$ cat config.mk
export PLATFORM = sky130hd
export DESIGN_NAME = lsss_sync_status
export DESIGN_NICKNAME = d
export VERILOG_FILES = /design/src/lsss_pkg.sv /design/src/lsss_sync_status.sv
export SDC_FILE = /design/constraint.sdc
export NUM_CORES = 1
export LEC_CHECK = 0
export ABC_AREA = 1
export BUFFER_PORTS_ARGS = -buffer_cell sky130_fd_sc_hd__buf_4
export CORE_MARGIN = 8
export CORE_UTILIZATION = 55
export CTS_BUF_LIST = sky130_fd_sc_hd__clkbuf_16
export DETAILED_ROUTE_END_ITERATION = 6
export PLACE_DENSITY = 0.85
export SYNTH_ARGS = -nofsm -noshare
export SYNTH_HDL_FRONTEND = slang
export SYNTH_SLANG_ARGS = --single-unit
$ cat constraint.sdc
create_clock -name clk_i -period 3.5 [get_ports clk_i]
set_input_delay 0.525 -clock clk_i [delete_from_list [all_inputs] [get_ports clk_i]]
set_output_delay 0.525 -clock clk_i [all_outputs]
set_load 0.01 [all_outputs]
$ cat src/lsss_pkg.sv
// package: register map, field positions and reset values of the sync status block
package lsss_pkg;
   // register byte addresses on the wishbone slave
   localparam logic [7:0] LSSS_ADDR_STATUS = 8'h00;
   localparam logic [7:0] LSSS_ADDR_ERR_LOW = 8'h04;
   localparam logic [7:0] LSSS_ADDR_CTRL = 8'h08;
   localparam logic [7:0] LSSS_ADDR_IRQ_STAT = 8'h0C;
   localparam logic [7:0] LSSS_ADDR_IRQ_MASK = 8'h10;
   localparam int LSSS_ADDR_W = 8;

   // sync status register field positions
   localparam int LSSS_BIT_BUSY = 7;
   localparam int LSSS_BIT_LOCKED = 3;
   localparam int LSSS_BIT_ROTATED = 2;
   localparam int LSSS_BIT_WLIM = 1;
   localparam int LSSS_BIT_TRIPPED = 0;

   // control register fields
   localparam int LSSS_BIT_ARM = 0;
   localparam int LSSS_THR_LSB = 8;
   localparam int LSSS_THR_MSB = 15;

   // interrupt status / mask layout
   localparam int LSSS_IRQ_TRIP = 0;
   localparam int LSSS_IRQ_LOCK = 1;
   localparam int LSSS_IRQ_WLIM = 2;
   localparam int LSSS_IRQ_DONE = 3;
   localparam int LSSS_IRQ_W = 4;

   // reset values
   localparam logic [7:0] LSSS_RST_STATUS = 8'h00;
   localparam logic [7:0] LSSS_RST_ERR = 8'h00;
   localparam logic [7:0] LSSS_RST_THR = 8'h00;
   localparam logic [3:0] LSSS_RST_IRQ = 4'h0;
   localparam logic [7:0] LSSS_CNT_ZERO = 8'h00;
   localparam logic [7:0] LSSS_CNT_ONE = 8'h01;

   // default multiframe length in dac clock cycles
   localparam int LSSS_LMFC_PERIOD = 32;

   // sync machine states
   typedef enum logic [1:0] {
      LSSS_IDLE = 2'b00,
      LSSS_ARMED = 2'b01,
      LSSS_SETTLE = 2'b10
   } lsss_state_t;
endpackage : lsss_pkg

$ cat src/lsss_sync_status.sv
// module: lmfc to sysref alignment machine with status, phase error and wishbone registers
//
// Summary of operation
// - busy reads high while sync machine runs
// - locked bit 3 set when aligned within window
// - rotated bit 2 sticky when lmfc shifted
// - window bit 1 set when error outside threshold
// - tripped bit 0 sticky on sysref after arming
// - 9-bit signed error, low byte readable
// - error counts dac clocks lmfc to sysref
// - status and error reset zero, writes ignored
`timescale 1ns/1ps
module lsss_sync_status import lsss_pkg::*; #(
   parameter int LMFC_PERIOD = LSSS_LMFC_PERIOD
) (
   input wire logic clk_i,
   input wire logic rst_i,
   input wire logic cyc_i,
   input wire logic stb_i,
   input wire logic we_i,
   input wire logic [LSSS_ADDR_W-1:0] adr_i,
   input wire logic [3:0] sel_i,
   input wire logic [31:0] dat_i,
   output logic [31:0] dat_o,
   output logic ack_o,
   input wire logic sysref_i,
   output logic lmfc_o,
   output logic irq_o
);
   // counter holds at most 256 states and the signed error must fit 9 bits
   if (LMFC_PERIOD < 2 || LMFC_PERIOD > 256) begin : g_bad_period
      $error("LMFC_PERIOD must lie in 2..256");
   end

   // counter end points and the period used to fold the error negative
   localparam logic [7:0] CNT_LAST = 8'(LMFC_PERIOD - 1);
   localparam logic [7:0] CNT_HALF = 8'(LMFC_PERIOD / 2);
   localparam logic [8:0] PERIOD_W = 9'(LMFC_PERIOD);

   lsss_state_t state, next_state;
   logic [7:0] lmfc_cnt, next_lmfc_cnt;
   logic locked, next_locked;
   logic rotated, next_rotated;
   logic wlim, next_wlim;
   logic tripped, next_tripped;
   logic [8:0] phase_err, next_phase_err;
   logic [7:0] thr, next_thr;
   logic [3:0] irq_stat, next_irq_stat;
   logic [3:0] irq_mask, next_irq_mask;
   logic ack, next_ack;
   logic [31:0] rdata, next_rdata;

   logic busy;
   logic wr_go;
   logic arm_req;
   logic capture;
   logic [8:0] meas_err;
   logic [8:0] abs_err;
   logic outside;
   logic [3:0] irq_evt;
   logic [7:0] status_word;

   // bus qualifiers: a write lands on the edge where ack is high
   assign wr_go = cyc_i & stb_i & we_i & ack;
   assign arm_req = wr_go && adr_i == LSSS_ADDR_CTRL && sel_i[0] && dat_i[LSSS_BIT_ARM];
   assign busy = state != LSSS_IDLE;
   assign capture = state == LSSS_ARMED && sysref_i;

   // signed distance from last lmfc edge; late half wraps negative
   always_comb begin
      if (lmfc_cnt < CNT_HALF) begin
         meas_err = {1'b0, lmfc_cnt};
      end else begin
         meas_err = 9'({1'b0, lmfc_cnt} - PERIOD_W);
      end
      abs_err = meas_err[8] ? 9'(-meas_err) : meas_err;
      outside = abs_err > {1'b0, thr};
   end

   // status byte built from the named field positions; reserved bits read zero
   always_comb begin
      status_word = LSSS_RST_STATUS;
      status_word[LSSS_BIT_BUSY] = busy;
      status_word[LSSS_BIT_LOCKED] = locked;
      status_word[LSSS_BIT_ROTATED] = rotated;
      status_word[LSSS_BIT_WLIM] = wlim;
      status_word[LSSS_BIT_TRIPPED] = tripped;
   end

   // lmfc edge marker, high for the one cycle the counter is zero
   assign lmfc_o = lmfc_cnt == LSSS_CNT_ZERO;

   // sync machine, lmfc counter and result flags
   always_comb begin
      next_state = state;
      next_locked = locked;
      next_rotated = rotated;
      next_wlim = wlim;
      next_tripped = tripped;
      next_phase_err = phase_err;
      next_lmfc_cnt = (lmfc_cnt == CNT_LAST) ? LSSS_CNT_ZERO : 8'(lmfc_cnt + LSSS_CNT_ONE);
      case (state)
         LSSS_IDLE: begin
            if (arm_req) begin
               next_state = LSSS_ARMED;
               next_rotated = 1'b0;
               next_tripped = 1'b0;
               next_locked = 1'b0;
               next_wlim = 1'b0;
            end
         end
         LSSS_ARMED: begin
            if (sysref_i) begin
               next_tripped = 1'b1;
               next_phase_err = meas_err;
               next_wlim = outside;
               next_locked = !outside;
               if (meas_err != 9'h000) begin
                  // this sysref cycle becomes the lmfc edge
                  next_lmfc_cnt = LSSS_CNT_ONE;
                  next_rotated = 1'b1;
               end
               next_state = LSSS_SETTLE;
            end
         end
         LSSS_SETTLE: begin
            next_state = LSSS_IDLE;
         end
         default: begin
            next_state = LSSS_IDLE;
         end
      endcase
   end

   always_ff @(posedge clk_i) begin
      if (rst_i) begin
         state <= LSSS_IDLE;
         lmfc_cnt <= LSSS_CNT_ZERO;
         locked <= 1'b0;
         rotated <= 1'b0;
         wlim <= 1'b0;
         tripped <= 1'b0;
         phase_err <= {1'b0, LSSS_RST_ERR};
      end else begin
         state <= next_state;
         lmfc_cnt <= next_lmfc_cnt;
         locked <= next_locked;
         rotated <= next_rotated;
         wlim <= next_wlim;
         tripped <= next_tripped;
         phase_err <= next_phase_err;
      end
   end

   // interrupt events: set wins over a same-cycle write-one-to-clear
   always_comb begin
      irq_evt = '0;
      irq_evt[LSSS_IRQ_TRIP] = capture;
      irq_evt[LSSS_IRQ_LOCK] = capture && !outside;
      irq_evt[LSSS_IRQ_WLIM] = capture && outside;
      irq_evt[LSSS_IRQ_DONE] = state == LSSS_SETTLE;
      next_irq_stat = irq_stat;
      next_irq_mask = irq_mask;
      next_thr = thr;
      if (wr_go && sel_i[0]) begin
         if (adr_i == LSSS_ADDR_IRQ_STAT) begin
            next_irq_stat = irq_stat & ~dat_i[LSSS_IRQ_W-1:0];
         end
         if (adr_i == LSSS_ADDR_IRQ_MASK) begin
            next_irq_mask = dat_i[LSSS_IRQ_W-1:0];
         end
      end
      if (wr_go && sel_i[1] && adr_i == LSSS_ADDR_CTRL) begin
         next_thr = dat_i[LSSS_THR_MSB:LSSS_THR_LSB];
      end
      next_irq_stat = next_irq_stat | irq_evt;
   end

   always_ff @(posedge clk_i) begin
      if (rst_i) begin
         irq_stat <= LSSS_RST_IRQ;
         irq_mask <= LSSS_RST_IRQ;
         thr <= LSSS_RST_THR;
      end else begin
         irq_stat <= next_irq_stat;
         irq_mask <= next_irq_mask;
         thr <= next_thr;
      end
   end

   // level interrupt from unmasked sticky events
   assign irq_o = |(irq_stat & irq_mask);

   // wishbone slave: ack one cycle after request, unmapped reads as zero
   always_comb begin
      next_ack = cyc_i & stb_i & ~ack;
      next_rdata = 32'h0000_0000;
      case (adr_i)
         LSSS_ADDR_STATUS: next_rdata[7:0] = status_word;
         LSSS_ADDR_ERR_LOW: next_rdata[7:0] = phase_err[7:0];
         LSSS_ADDR_CTRL: next_rdata[LSSS_THR_MSB:LSSS_THR_LSB] = thr;
         LSSS_ADDR_IRQ_STAT: next_rdata[LSSS_IRQ_W-1:0] = irq_stat;
         LSSS_ADDR_IRQ_MASK: next_rdata[LSSS_IRQ_W-1:0] = irq_mask;
         default: next_rdata = 32'h0000_0000;
      endcase
   end

   always_ff @(posedge clk_i) begin
      if (rst_i) begin
         ack <= 1'b0;
         rdata <= 32'h0000_0000;
      end else begin
         ack <= next_ack;
         rdata <= next_rdata;
      end
   end

   // bus outputs straight from their flip-flops
   assign ack_o = ack;
   assign dat_o = rdata;
endmodule : lsss_sync_status

# Yosys cells after proc, flatten, opt, wreduce, memory -nomap -nowiden

Index checks and enable logic that the tools add are counted.
W data, S select, Z words.

Register bits after elaboration: 71
Bits of input ports: 50
Logic and storage cells: 85

$add $sub $neg: 3
$lt $le $gt $ge: 2
Eq/ne operators: 10
Mux-type cells: 23
Bitwise operators: 10
Reductions and logical operators: 23

Operator list:

| operator              | count |
|---|---|
| $mux W8               | 4 |
| $mux W9               | 2 |
| $eq A8 B4 Y1 const B  | 2 |
| $eq A8 B5 Y1 const B  | 2 |
| $logic_not A8 Y1      | 2 |
| $pmux W4 S4           | 1 |
| $gt A9 B8 Y1          | 1 |
| $logic_and A1 B1 Y1   | 9 |
| $neg A9 Y9            | 1 |
| $reduce_bool A9 Y1    | 1 |
| $sub A8 B6 Y9 const B | 1 |
| $add A8 B1 Y8 const B | 1 |
| $and A4 B4 Y4         | 2 |
| $eq A8 B3 Y1 const B  | 1 |
| $lt A8 B5 Y1 const B  | 1 |
| $mux W4               | 2 |
| $pmux W1 S2           | 4 |
| $pmux W4 S2           | 1 |
| $mux W1               | 6 |
| $reduce_and A2 Y1     | 3 |
| $and A1 B1 Y1         | 4 |
| $mux W2               | 2 |
| $ne A2 B2 Y1 const B  | 2 |
| $not A4 Y4            | 1 |
| 13 further kinds      | 15 |

# Logic depth before layout (Yosys ltp)

Gate-level depths: netlist (run 1).

Depth in word-level cells: 8
Depth in mapped cells: 16
Gate-level depth less buffers: 16

# Worst setup path after synthesis (run 1)

OpenSTA, ideal clock, no wires.

Path type: reg-to-reg
Start point: reg lmfc_cnt[5]
End point: reg irq_stat[1]
Library setup time: 132 ps
Data arrival time: 1773 ps
Slack: 1595 ps
Cell stages (with the launch flop): 14
Path through: dfxtp_1 inv_2 ha_1 xor2_1 nor2_1 a21oi_1 ha_1 inv_1 nor2_1 nand3b_1 nand3_1 nand2_1 nand2_1 a21oi_1

Word-level cells in the longest chain between the ends: 8
Elaborated cells on any way between the ends: 9
Classes of those cells: add/sub (2); order compare (2); mux (2); bitwise (1); reduce/logical (2)

Ends and longest elaborated chain:

| what                                          | line                                           | RTL |
|---|---|---|
| from (decl)                                   | lsss_sync_status.sv:41                         | `logic [7:0] lmfc_cnt, next_lmfc_cnt;` |
| from (signal assigned)                        | lsss_sync_status.sv:146                        | `lmfc_cnt <= next_lmfc_cnt;` |
| $sub A8 B6 Y9 or $lt A8 B5 Y1 (tied branches) | lsss_sync_status.sv:74, lsss_sync_status.sv:71 |  |
| $mux W9 *                                     | lsss_sync_status.sv:71                         | `if (lmfc_cnt < CNT_HALF) begin` |
| $neg A9 Y9                                    | lsss_sync_status.sv:76                         | `abs_err = meas_err[8] ? 9'(-meas_err) : meas_err;` |
| $mux W9 *                                     | lsss_sync_status.sv:76                         |  |
| $gt A9 B8 Y1 *                                | lsss_sync_status.sv:77                         | `outside = abs_err > {1'b0, thr};` |
| $logic_not A1 Y1 *                            | lsss_sync_status.sv:159                        | `irq_evt[LSSS_IRQ_LOCK] = capture && !outside;` |
| $logic_and A1 B1 Y1 *                         | lsss_sync_status.sv:159                        |  |
| $or A4 B4 Y4 *                                | lsss_sync_status.sv:176                        | `next_irq_stat = next_irq_stat \| irq_evt;` |
| to (signal assigned)                          | lsss_sync_status.sv:185                        | `irq_stat <= next_irq_stat;` |
| to (decl)                                     | lsss_sync_status.sv:48                         | `logic [3:0] irq_stat, next_irq_stat;` |

Mark *: on every way between the ends. The rest lies on a longest branch, timed or not.
A chain may end at the register's enable or synchronous reset.

# Worst setup path after layout (run 1)

Start point: reg lmfc_cnt[4]
End point: reg locked

Word-level cells in the longest chain between the ends: 8
Elaborated cells on any way between the ends: 9
Classes of those cells: add/sub (2); order compare (2); mux (4); reduce/logical (1)

Ends and longest elaborated chain:

| what                                          | line                                           | RTL |
|---|---|---|
| $sub A8 B6 Y9 or $lt A8 B5 Y1 (tied branches) | lsss_sync_status.sv:74, lsss_sync_status.sv:71 |  |
| $mux W9 *                                     | lsss_sync_status.sv:71                         |  |
| $neg A9 Y9                                    | lsss_sync_status.sv:76                         |  |
| $mux W9 *                                     | lsss_sync_status.sv:76                         |  |
| $gt A9 B8 Y1 *                                | lsss_sync_status.sv:77                         |  |
| $logic_not A1 Y1 *                            | lsss_sync_status.sv:117                        | `next_locked = !outside;` |
| $mux W1 *                                     | lsss_sync_status.sv:113                        | `if (sysref_i) begin` |
| $pmux W1 S2 *                                 | lsss_sync_status.sv:102                        | `case (state)` |
| to (signal assigned)                          | lsss_sync_status.sv:147                        | `locked <= next_locked;` |
| to (decl)                                     | lsss_sync_status.sv:42                         | `logic locked, next_locked;` |

Mark *: on every way between the ends. The rest lies on a longest branch, timed or not. The select of a mux whose other input is x is not followed.

==> results.md, run 1 <==
* Period utilization at 62.86%
* Post-route clock skew at 3.863 ps
* Hold Violations, Final at 0
* Levels on crit path at 15
* Number of buffers and inverters on the critical path at 3
* Initial Util at 55.74%
* Detailed-placement wirelength estimate at 4519 um
* Slack of the worst reg-to-reg path at 1300 ps
* Routability congestion estimate from global placement at 0.8252
* Number of global-route vias before repair at 2,265
* TritonCTS clock tree: done
* Worst Reg-to-Reg Cells at 15
* Post-route non-filler standard cell count at 477
* Cts repair resizes at 0
* Shortest clock period the worst path allows after layout at 2200 ps
* Number of placed instances, taps included at 469
* Number of max-cap violations at 0
* Number of synthesized flops with an enable pin at 0
* Total leakage power at 1.468 nW
* Delay of the slowest critical-path stage at 410 ps
* Cell family with most CP delay: simple AND/OR/NAND/NOR gates
* Growth of design area from synthesis to finish at 17.88%
* Leftover overflow at the end of global routing at 0
* Global-route wire length before repair at 9963 um
* Quantity of I/O buffers inserted on ports at 46
* Floorplan Core Area at 0.005010 mm2
* Count of standard-cell rows at 26
* Crit Path Max Fanout at 6
* Minimum hold slack at 445.7 ps
* Final-layout fill cell count at 432
* TritonCTS sink count at 55
* Die outline area at 0.007613 mm2
* Reg2reg end: locked
* P per Cell Area at 390.3 mW/mm2
* Critical path data arrival time at 2410 ps
* Utilization after layout at 65.71%
* # hold bufs at CTS at 0
* Worst slack after detailed placement at 1379 ps
* Nature of the critical path startpoint: register
* H-tree depth at 2
* Synthesis Warnings at 0
* Antenna fix cells at 0
* Maximum number of pins on one net before global-route repair at 29
* Req. time, crit path at 3710 ps
* Placed cell areas at 0.003128 mm2
* Total Wirelength at 6058 um
* Result of the run: completed
* Cell repeated most along the worst path: sky130_fd_sc_hd__nand2_1
* Worst flop-to-flop path startpoint: lmfc_cnt[4]
* Clock input transition at the sequential cells of the worst setup and hold paths at 70 ps
* Buffers inserted by post-CTS timing repair at 0
* Number of instances in the synthesized netlist at 360
* Worst IR Drop VDD at 0.2384 mV
* Fraction of final layout cells sized beyond drive strength 1 at 21.38%
* Synth async-reset ratio at 0%
* Clock latency at the later pin of the worst-skew pair at 290 ps
* Total negative slack for setup checks at 0 ps
* Total CTS buffers at 5
* Peak Freq at 0.4545 GHz
* Netlist Area Pre-Place at 0.002793 mm2
* Design Power at 1.285 mW
* Initial antenna violation count at 0
* Area of all placed cells without fillers at 0.003292 mm2
* Average footprint of a synthesized cell at 7.757 um2
* Setup Crit Path Kind: reg2reg
* Number of nets at the end of the flow at 468
* Fin worst setup slack at 1300 ps
* Class of the most critical hold timing path: reg2reg
* Number of violations reported at the end of detailed-routing iteration 0 at 115
* Number of slew-limit violations in the final report at 0
* Number of iterations in the first detailed-routing pass at 7
* Antenna-violating nets left at 0
* Wire per inst at 12.70 um
* Number of top-level pins at 85
* Synth Register Bits at 55
* Die height at 87.26 um
* Average vias per placed instance at 4.864
* Distinct cell type count after synthesis at 33
* Startpoint of the most critical setup path: lmfc_cnt[4]
* Remaining DRCs at 0
* Vias after detailed routing at 2,320
* Worst-path cell chain: inv_1 -> nor2_4 -> inv_1 -> a31oi_1 -> xor2_1 -> ha_1 -> nand2_1 -> inv_1 -> nand2_1 -> nand2_1 -> nand2_1 -> nand3_1 -> nand2_1 -> nand2_1 -> a21oi_1
* Setup Viol. Count Final at 0
* Longest Clk Path Bufs at 2
* Sequential fraction of the synthesis area at 39.43%
* Endpoint of the worst setup timing path: locked
* Most used flip-flop cell after synthesis: sky130_fd_sc_hd__dfxtp_1
* Kind of end point of the critical path: register
* Root Buffer: sky130_fd_sc_hd__clkbuf_16
* GR Util All Layers at 16.30%
* Highest-delay cell along the critical path: sky130_fd_sc_hd__dfxtp_1
* RSZ-0062 raised after global routing: false
* Die X at 87.26 um
## synth_stat cells, types with 3 or more instances
cell type | number | share of area [%]
sky130_fd_sc_hd__a21oi_1 | 29 | 5.2
sky130_fd_sc_hd__o21ai_0 | 15 | 2.7
sky130_fd_sc_hd__nand3_2 | 3 | 1.1
sky130_fd_sc_hd__nor2_2 | 3 | 0.67
sky130_fd_sc_hd__inv_2 | 3 | 0.40
sky130_fd_sc_hd__buf_2 | 3 | 0.54
sky130_fd_sc_hd__nor3_1 | 3 | 0.54
sky130_fd_sc_hd__xor2_1 | 7 | 2.2
sky130_fd_sc_hd__nor2_4 | 7 | 2.8
sky130_fd_sc_hd__nor2_1 | 41 | 5.5
sky130_fd_sc_hd__nand2_1 | 67 | 9.0
sky130_fd_sc_hd__nand3_1 | 16 | 2.9
sky130_fd_sc_hd__ha_1 | 12 | 5.4
sky130_fd_sc_hd__buf_4 | 16 | 4.3
sky130_fd_sc_hd__a211oi_2 | 4 | 1.8
sky130_fd_sc_hd__inv_1 | 46 | 6.2
sky130_fd_sc_hd__dfxtp_1 | 55 | 39
sky130_fd_sc_hd__nand4_1 | 4 | 0.90
sky130_fd_sc_hd__nand2_4 | 4 | 1.6
sky130_fd_sc_hd__nor3_2 | 3 | 1.1
## placed cells by master (no fill, tap or decap)
master / n
sky130_fd_sc_hd__a211oi_2: 4
sky130_fd_sc_hd__a21oi_1: 29
sky130_fd_sc_hd__a22o_1: 1
sky130_fd_sc_hd__a31oi_1: 1
sky130_fd_sc_hd__buf_4: 46
sky130_fd_sc_hd__bufinv_16: 1
sky130_fd_sc_hd__clkbuf_16: 5
sky130_fd_sc_hd__clkinv_1: 1
sky130_fd_sc_hd__clkinv_2: 1
sky130_fd_sc_hd__clkinv_4: 1
sky130_fd_sc_hd__conb_1: 16
sky130_fd_sc_hd__dfxtp_1: 55
sky130_fd_sc_hd__ha_1: 12
sky130_fd_sc_hd__inv_1: 46
sky130_fd_sc_hd__inv_2: 3
sky130_fd_sc_hd__inv_4: 1
sky130_fd_sc_hd__nand2_1: 67
sky130_fd_sc_hd__nand2_2: 2
sky130_fd_sc_hd__nand2_4: 4
sky130_fd_sc_hd__nand3_1: 16
sky130_fd_sc_hd__nand3_2: 3
sky130_fd_sc_hd__nand3_4: 2
sky130_fd_sc_hd__nand3b_1: 2
sky130_fd_sc_hd__nand4_1: 4
sky130_fd_sc_hd__nor2_1: 41
sky130_fd_sc_hd__nor2_2: 3
sky130_fd_sc_hd__nor2_4: 7
sky130_fd_sc_hd__nor2_8: 1
sky130_fd_sc_hd__nor3_1: 3
sky130_fd_sc_hd__nor3_2: 3
sky130_fd_sc_hd__o21ai_0: 15
sky130_fd_sc_hd__o21ai_1: 2
sky130_fd_sc_hd__xnor2_1: 2
sky130_fd_sc_hd__xor2_1: 7
## flip-flops by register name, indices dropped and copies added (netlist names), 2 cells and up
register,flops
phase_err,8
state,2
dat_o,16
lmfc_cnt,8
thr,8
irq_stat,4
irq_mask,4
## how the worst min path moves through the flow
stage	endpoint	depth (start not counted)	start
after floorplan	dat_o[5]	2	phase_err[5]
after global placement	dat_o[4]	2	phase_err[4]
after detailed placement	ack_o	1	ack_o
after CTS	ack_o	1	ack_o
after global routing	dat_o[4]	2	phase_err[4]
final	ack_o	1	ack_o
## per-layer routing
layer	track usage, %	wire length, um	vias to the layer above	part of all wire, %
li1	-	-	1195	-
met1	16.70	2462	1060	41
met2	30.44	3146	56	52
met3	4.434	351	9	5.8
met4	6.094	97	0	1.6
met5	0	0	-	0
## power breakdown
| group | internal, mW | switching [mW] | leakage (nW) |
|---|---|---|---|
| clock network | 0.334 | 0.217 | 0.0812 |
| registers | 0.629 | 0.00362 | 0.444 |
| logic | 0.0405 | 0.0609 | 0.944 |
| total | 1.00 | 0.281 | 1.47 |
## cell families (layout without fill, tap and decap cells)
logic type	count (synthesis)	after routing	synth area share, %
adders and majority gates	12	12	5.376
other	1	16	0.1343
xor gates and xnor gates	9	9	2.823
buffers and inverters	73	105	12.63
AOI/OAI and AO/OA	52	52	10.57
DFF	55	55	39.43
and+or+nand+nor	158	158	29.03
## area by class of cell
| cell class | count | area [um2] | area share, % |
|---|---|---|---|
| Clock buffer | 5 | 125.1 | 3.801 |
| Inverter | 51 | 198.9 | 6.043 |
| Tap cell | 70 | 87.58 | 2.661 |
| Sequential cell | 55 | 1101 | 33.45 |
| Timing Repair Buffer | 46 | 345.3 | 10.49 |
| Clock inverter | 3 | 38.79 | 1.178 |
| Multi-Input combinational cell | 247 | 1395 | 42.38 |
Note: power is estimated with default switching activity, not from simulation.
==> run 2, diff against run 1 <==
--- a/config.mk
+++ b/config.mk
@@ -8,10 +8,10 @@
 export ABC_AREA = 1
 export BUFFER_PORTS_ARGS = -buffer_cell sky130_fd_sc_hd__buf_4
 export CORE_MARGIN = 8
-export CORE_UTILIZATION = 55
+export CORE_UTILIZATION = 51
 export CTS_BUF_LIST = sky130_fd_sc_hd__clkbuf_16
 export DETAILED_ROUTE_END_ITERATION = 6
-export PLACE_DENSITY = 0.85
+export PLACE_DENSITY = 0.79
 export SYNTH_ARGS = -nofsm -noshare
 export SYNTH_HDL_FRONTEND = slang
 export SYNTH_SLANG_ARGS = --single-unit
==> constraint.sdc (replaced) <==
create_clock -name clk_i -period 2.1 [get_ports clk_i]
set_input_delay 0.315 -clock clk_i [delete_from_list [all_inputs] [get_ports clk_i]]
set_output_delay 0.315 -clock clk_i [all_outputs]
set_load 0.01 [all_outputs]
==> results.md, run 2 (synthesis results as in run 1) <==
* Result of the run: finished, violations left
* Violations in the final reports: negative setup slack
* H-tree depth at 2
* Worst flop-to-flop path startpoint: lmfc_cnt[6]
* Initial antenna violation count at 0
* Fin worst setup slack at -47.44 ps
* Wire per inst at 12.63 um
* Hold Violations, Final at 0
* Most common cell after layout, fill and taps aside: sky130_fd_sc_hd__nand2_1
* Capture endpoint of the worst hold path: thr[7]
* Placed cell areas at 0.003168 mm2
* Critical path data arrival time at 2310 ps
* Kind of end point of the critical path: register
* Class of the most critical hold timing path: in2reg
* Design Power at 2.152 mW
* Setup Viol. Count Final at 4
* TritonCTS sink count at 55
* Root Buffer: sky130_fd_sc_hd__clkbuf_16
* Initial Util at 51.67%
* Area of all placed cells without fillers at 0.003435 mm2
* Number of nets at the end of the flow at 481
* Number of slew-limit violations in the final report at 0
* Shortest clock period the worst path allows after layout at 2147 ps
* Number of max-cap violations at 0
* Count of standard-cell rows at 27
* Req. time, crit path at 2260 ps
* Vias after detailed routing at 2,417
* Longest Clk Path Bufs at 2
* Antenna fix cells at 0
* Global-route wire length before repair at 10,450 um
* Antenna-violating nets left at 0
* Nature of the critical path startpoint: register
* GR Util All Layers at 14.95%
* Total negative slack for setup checks at -144.0 ps
* Period utilization at 102.3%
* Setup Crit Path Kind: reg2reg
* Clock input transition at the sequential cells of the worst setup and hold paths at 70 ps
* Remaining DRCs at 0
* Die X at 90 um
* Routability congestion estimate from global placement at 0.8383
* Reg2reg end: locked
* Slack of the worst reg-to-reg path at -50 ps
* Maximum number of pins on one net before global-route repair at 28
* Beginning of the worst hold path: dat_i[15]
* TritonCTS clock tree: done
* Worst IR Drop VDD at 0.4333 mV
* Number of global-route vias before repair at 2,452
* # hold bufs at CTS at 0
* Die outline area at 0.008100 mm2
* Leftover overflow at the end of global routing at 0
* Final-layout fill cell count at 497
* Quantity of I/O buffers inserted on ports at 46
* Most frequent cells in the layout: 66 x sky130_fd_sc_hd__nand2_1, 59 x sky130_fd_sc_hd__buf_4, 53 x sky130_fd_sc_hd__dfxtp_1, 43 x sky130_fd_sc_hd__inv_1, 40 x sky130_fd_sc_hd__nor2_1
* Number of iterations in the first detailed-routing pass at 4
* Floorplan Core Area at 0.005405 mm2
* Post-route clock skew at 5.822 ps
* Crit Path Max Fanout at 5
* Number of flip-flops in the largest register at 16
* Total Wirelength at 6200 um
* P per Cell Area at 626.7 mW/mm2
* RSZ-0062 raised after global routing: true
* Number of top-level pins at 85
* Die height at 90 um
* Worst Reg-to-Reg Cells at 14
* Clock latency at the later pin of the worst-skew pair at 290 ps
* Total CTS buffers at 5
* Peak Freq at 0.4657 GHz
* Utilization after layout at 63.54%
* Detailed-placement wirelength estimate at 4609 um
* Worst Hold Path Cells at 3
* Number of violations reported at the end of detailed-routing iteration 0 at 97
* Growth of design area from synthesis to finish at 22.98%
* Fraction of final layout cells sized beyond drive strength 1 at 26.49%
* Average vias per placed instance at 4.923
* Total leakage power at 1.529 nW
run 2: cell types whose count changed in the layout (fill, tap and decap cells not counted), moves of 2 or more:
cell	delta
sky130_fd_sc_hd__inv_1	-3
sky130_fd_sc_hd__dfxtp_4	+2
sky130_fd_sc_hd__inv_2	+3
sky130_fd_sc_hd__dfxtp_1	-2
sky130_fd_sc_hd__buf_4	+13
run 2: power by group:
group / internal, mW / total, mW / leakage (nW) / switching, mW
Clock: 0.556 / 0.909 / 0.0759 / 0.354
Combinational: 0.0793 / 0.191 / 1.01 / 0.112
Sequential: 1.05 / 1.05 / 0.445 / 0.00675
run 2: how the worst max path moves through the flow:
stage,depth (start not counted),from,to,slack (ps)
floorplan,13,lmfc_cnt[5],irq_stat[1],190
global placement,15,lmfc_cnt[6],wlim,70
detailed placement,14,lmfc_cnt[7],irq_stat[1],30
CTS,16,lmfc_cnt[7],irq_stat[1],20
global route,16,lmfc_cnt[6],locked,-150
finish,14,lmfc_cnt[6],locked,-50
run 2: layout make-up:
class / count / area [um2] / share of cell area, %
tap: 72 / 90.09 / 2.623
multi-input combinational: 247 / 1431 / 41.68
timing repair buffer: 59 / 442.9 / 12.90
clock buffer: 5 / 125.1 / 3.643
inverter: 51 / 198.9 / 5.792
clock inverter: 2 / 37.54 / 1.093
sequential: 55 / 1109 / 32.28
run 2: through the flow:
stage               worst slack, ps  hold slack (ps)  instances
finish                       -47.44            276.7        491
global route                 -147.6            283.3        491
CTS                           20.76            275.3        484
detailed placement            27.45            436.3        476
global placement              69.53            437.1        476
floorplan                     195.0            423.5        375
run 2: repair_timing:
| item | in CTS | in global routing |
|---|---|---|
| buffers inserted | 1 | 7 |
| resized for setup | 3 | 11 |
| pin swaps | 2 | 9 |
| setup endpoints to repair | 4 | 4 |
run 2: worst max-delay path: stages (launching register included):
cell                       delay, ps
sky130_fd_sc_hd__dfxtp_4         360
sky130_fd_sc_hd__nor2_4          140
sky130_fd_sc_hd__nand2_4          90
sky130_fd_sc_hd__nor2_4          160
sky130_fd_sc_hd__inv_2            70
sky130_fd_sc_hd__a31oi_4         150
sky130_fd_sc_hd__xor2_1           90
sky130_fd_sc_hd__ha_1            320
sky130_fd_sc_hd__nand2_2          80
sky130_fd_sc_hd__nor2_2          130
sky130_fd_sc_hd__nand3b_1        120
sky130_fd_sc_hd__nand3_2         100
sky130_fd_sc_hd__nand2_1          60
sky130_fd_sc_hd__nand2_1          80
sky130_fd_sc_hd__a21oi_1          70
run 2: per-layer routing:
metal  routed length [um]  track usage (%)
met1                 2577            15.78
met2                 3241            27.73
met3                  265            3.907
met4                  116            5.409
met5                    0                0
==> run 3, diff against run 2 <==
--- a/config.mk
+++ b/config.mk
@@ -8,10 +8,10 @@
 export ABC_AREA = 1
 export BUFFER_PORTS_ARGS = -buffer_cell sky130_fd_sc_hd__buf_4
 export CORE_MARGIN = 8
-export CORE_UTILIZATION = 51
+export CORE_UTILIZATION = 45
 export CTS_BUF_LIST = sky130_fd_sc_hd__clkbuf_16
 export DETAILED_ROUTE_END_ITERATION = 6
-export PLACE_DENSITY = 0.79
+export PLACE_DENSITY = 0.71
 export SYNTH_ARGS = -nofsm -noshare
 export SYNTH_HDL_FRONTEND = slang
 export SYNTH_SLANG_ARGS = --single-unit
==> results.md, run 3 (synthesis results as in run 1) <==
* Result of the run: completed
* Die outline area at 0.008982 mm2
* Highest-delay cell along the critical path: sky130_fd_sc_hd__dfxtp_2
* Number of nets at the end of the flow at 477
* Die height at 94.78 um
* Nature of the critical path startpoint: register
* Setup Viol. Count Final at 0
* Period utilization at 98.65%
* Wire per inst at 12.18 um
* Startpoint of the most critical setup path: lmfc_cnt[6]
* Kind of end point of the critical path: register
* Number of buffers and inverters on the critical path at 2
* P per Cell Area at 592.3 mW/mm2
* Hold Violations, Final at 0
* Detailed-placement wirelength estimate at 4741 um
* Class of the most critical hold timing path: in2reg
* Total CTS buffers at 5
* Initial antenna violation count at 0
* Total negative slack for setup checks at 0 ps
* Number of flip-flops in the largest register at 16
* Total Wirelength at 5980 um
* Req. time, crit path at 2320 ps
* Delay of the slowest critical-path stage at 340 ps
* Number of iterations in the first detailed-routing pass at 4
* Number of global-route vias before repair at 2,253
* Post-route clock skew at 5.068 ps
* Longest Clk Path Bufs at 2
* Peak Freq at 0.4827 GHz
* TritonCTS clock tree: done
* Floorplan Core Area at 0.005956 mm2
* Most frequent cells in the layout: 64 x sky130_fd_sc_hd__nand2_1, 55 x sky130_fd_sc_hd__buf_4, 53 x sky130_fd_sc_hd__dfxtp_1, 44 x sky130_fd_sc_hd__inv_1, 39 x sky130_fd_sc_hd__nor2_1
* Remaining DRCs at 0
* Antenna fix cells at 0
* Total leakage power at 1.506 nW
* Antenna-violating nets left at 0
* Number of violations reported at the end of detailed-routing iteration 0 at 133
* Fraction of final layout cells sized beyond drive strength 1 at 26.92%
* Levels on crit path at 16
* Slack of the worst reg-to-reg path at 30 ps
* Number of max-cap violations at 0
* Worst IR Drop VDD at 0.3359 mV
* Worst flop-to-flop path startpoint: lmfc_cnt[6]
* Growth of design area from synthesis to finish at 22.18%
* Count of standard-cell rows at 28
* Most common cell after layout, fill and taps aside: sky130_fd_sc_hd__nand2_1
* Vias after detailed routing at 2,320
* Routability congestion estimate from global placement at 0.8361
* Clock input transition at the sequential cells of the worst setup and hold paths at 70 ps
* # hold bufs at CTS at 0
* Die X at 94.78 um
* Leftover overflow at the end of global routing at 0
* Initial Util at 46.89%
* Maximum number of pins on one net before global-route repair at 28
* Number of top-level pins at 85
* Worst Reg-to-Reg Cells at 16
* Fin worst setup slack at 28.44 ps
* RSZ-0062 raised after global routing: true
* Global-route wire length before repair at 9936 um
* Reg2reg end: irq_stat[1]
* Cell family with most CP delay: simple AND/OR/NAND/NOR gates
* Worst-path cell chain: nor2_4 -> nand2_4 -> nor2_4 -> inv_2 -> a31oi_4 -> xor2_2 -> ha_1 -> nand2_2 -> inv_1 -> nand2_1 -> nand2_1 -> nand2_1 -> nand3_2 -> nand2_2 -> nand2_2 -> a21oi_1
* GR Util All Layers at 13.51%
* Crit Path Max Fanout at 4
* Setup Crit Path Kind: reg2reg
* Root Buffer: sky130_fd_sc_hd__clkbuf_16
* Quantity of I/O buffers inserted on ports at 46
* H-tree depth at 2
* Endpoint of the worst setup timing path: irq_stat[1]
* Average vias per placed instance at 4.725
* Shortest clock period the worst path allows after layout at 2072 ps
* Number of slew-limit violations in the final report at 0
* Critical path data arrival time at 2290 ps
* TritonCTS sink count at 55
* Clock latency at the later pin of the worst-skew pair at 290 ps
* Worst slack after detailed placement at -15.01 ps
[run 3: cell count changes in the layout (fill, tap and decap cells not counted), sizes merged]
cell / previous run / this run
bufinv: 1 / 0
clkinv: 1 / 3
buf: 59 / 55
[run 3: tightest hold or removal path, delay by kind of cell]
kind | cells | cell delay (ps)
buffers and inverters | 1 | 70
and+or+nand+nor | 1 | 40
AOI/OAI and AO/OA | 1 | 100
[run 3: through the flow]
stage	std cells	utilization (%)	power, mW	hold slack, ps	cell area (um2)
2_1_floorplan	375	-	1.201	423.5	2849
3_3_place_gp	482	53.63	1.245	439.1	3194
3_5_place_dp	482	53.63	1.247	442.9	3194
4_1_cts	491	56.39	2.036	274.5	3358
5_1_grt	491	57.29	2.107	281.6	3412
6_report	491	57.29	2.021	278.4	3412
[run 3: worst min-delay path by stage]
stage	startpoint	to	slack, ps	depth (start not counted)
after floorplan	phase_err[5]	dat_o[5]	420	2
after global placement	phase_err[4]	dat_o[4]	440	2
after detailed placement	phase_err[5]	dat_o[5]	440	2
after CTS	dat_i[14]	thr[6]	270	3
after global routing	dat_i[12]	thr[4]	280	3
final	dat_i[14]	thr[6]	280	3
[run 3: final cells by class]
| type | count | area [um2] |
|---|---|---|
| Inverter | 51 | 198.9 |
| Clock inverter | 3 | 15.01 |
| Sequential cell | 55 | 1104 |
| Fill cell | 585 | 2544 |
| Clock buffer | 5 | 125.1 |
| Timing Repair Buffer | 55 | 412.9 |
| Tap cell | 75 | 93.84 |
| Multi-Input combinational cell | 247 | 1463 |
[run 3: report_power, final]
part           total [mW]  switching [mW]  internal, mW
Combinational       0.183           0.109        0.0735
Sequential           1.05         0.00642          1.05
Clock               0.784           0.350         0.434
[run 3: metal layers]
layer | GRT usage [%] | wire length [um] | up-vias
met1 | 14.94 | 2561 | 1050
li1 | - | - | 1214
met2 | 24.80 | 3023 | 49
met5 | 0 | 0 | -
met4 | 4.031 | 63 | 0
met3 | 3.333 | 331 | 7
[run 3: repair_timing]
item	in CTS	in global routing
setup endpoints to repair	4	4
resized for setup	5	13
pin swaps	2	4
setup buffers	1	0
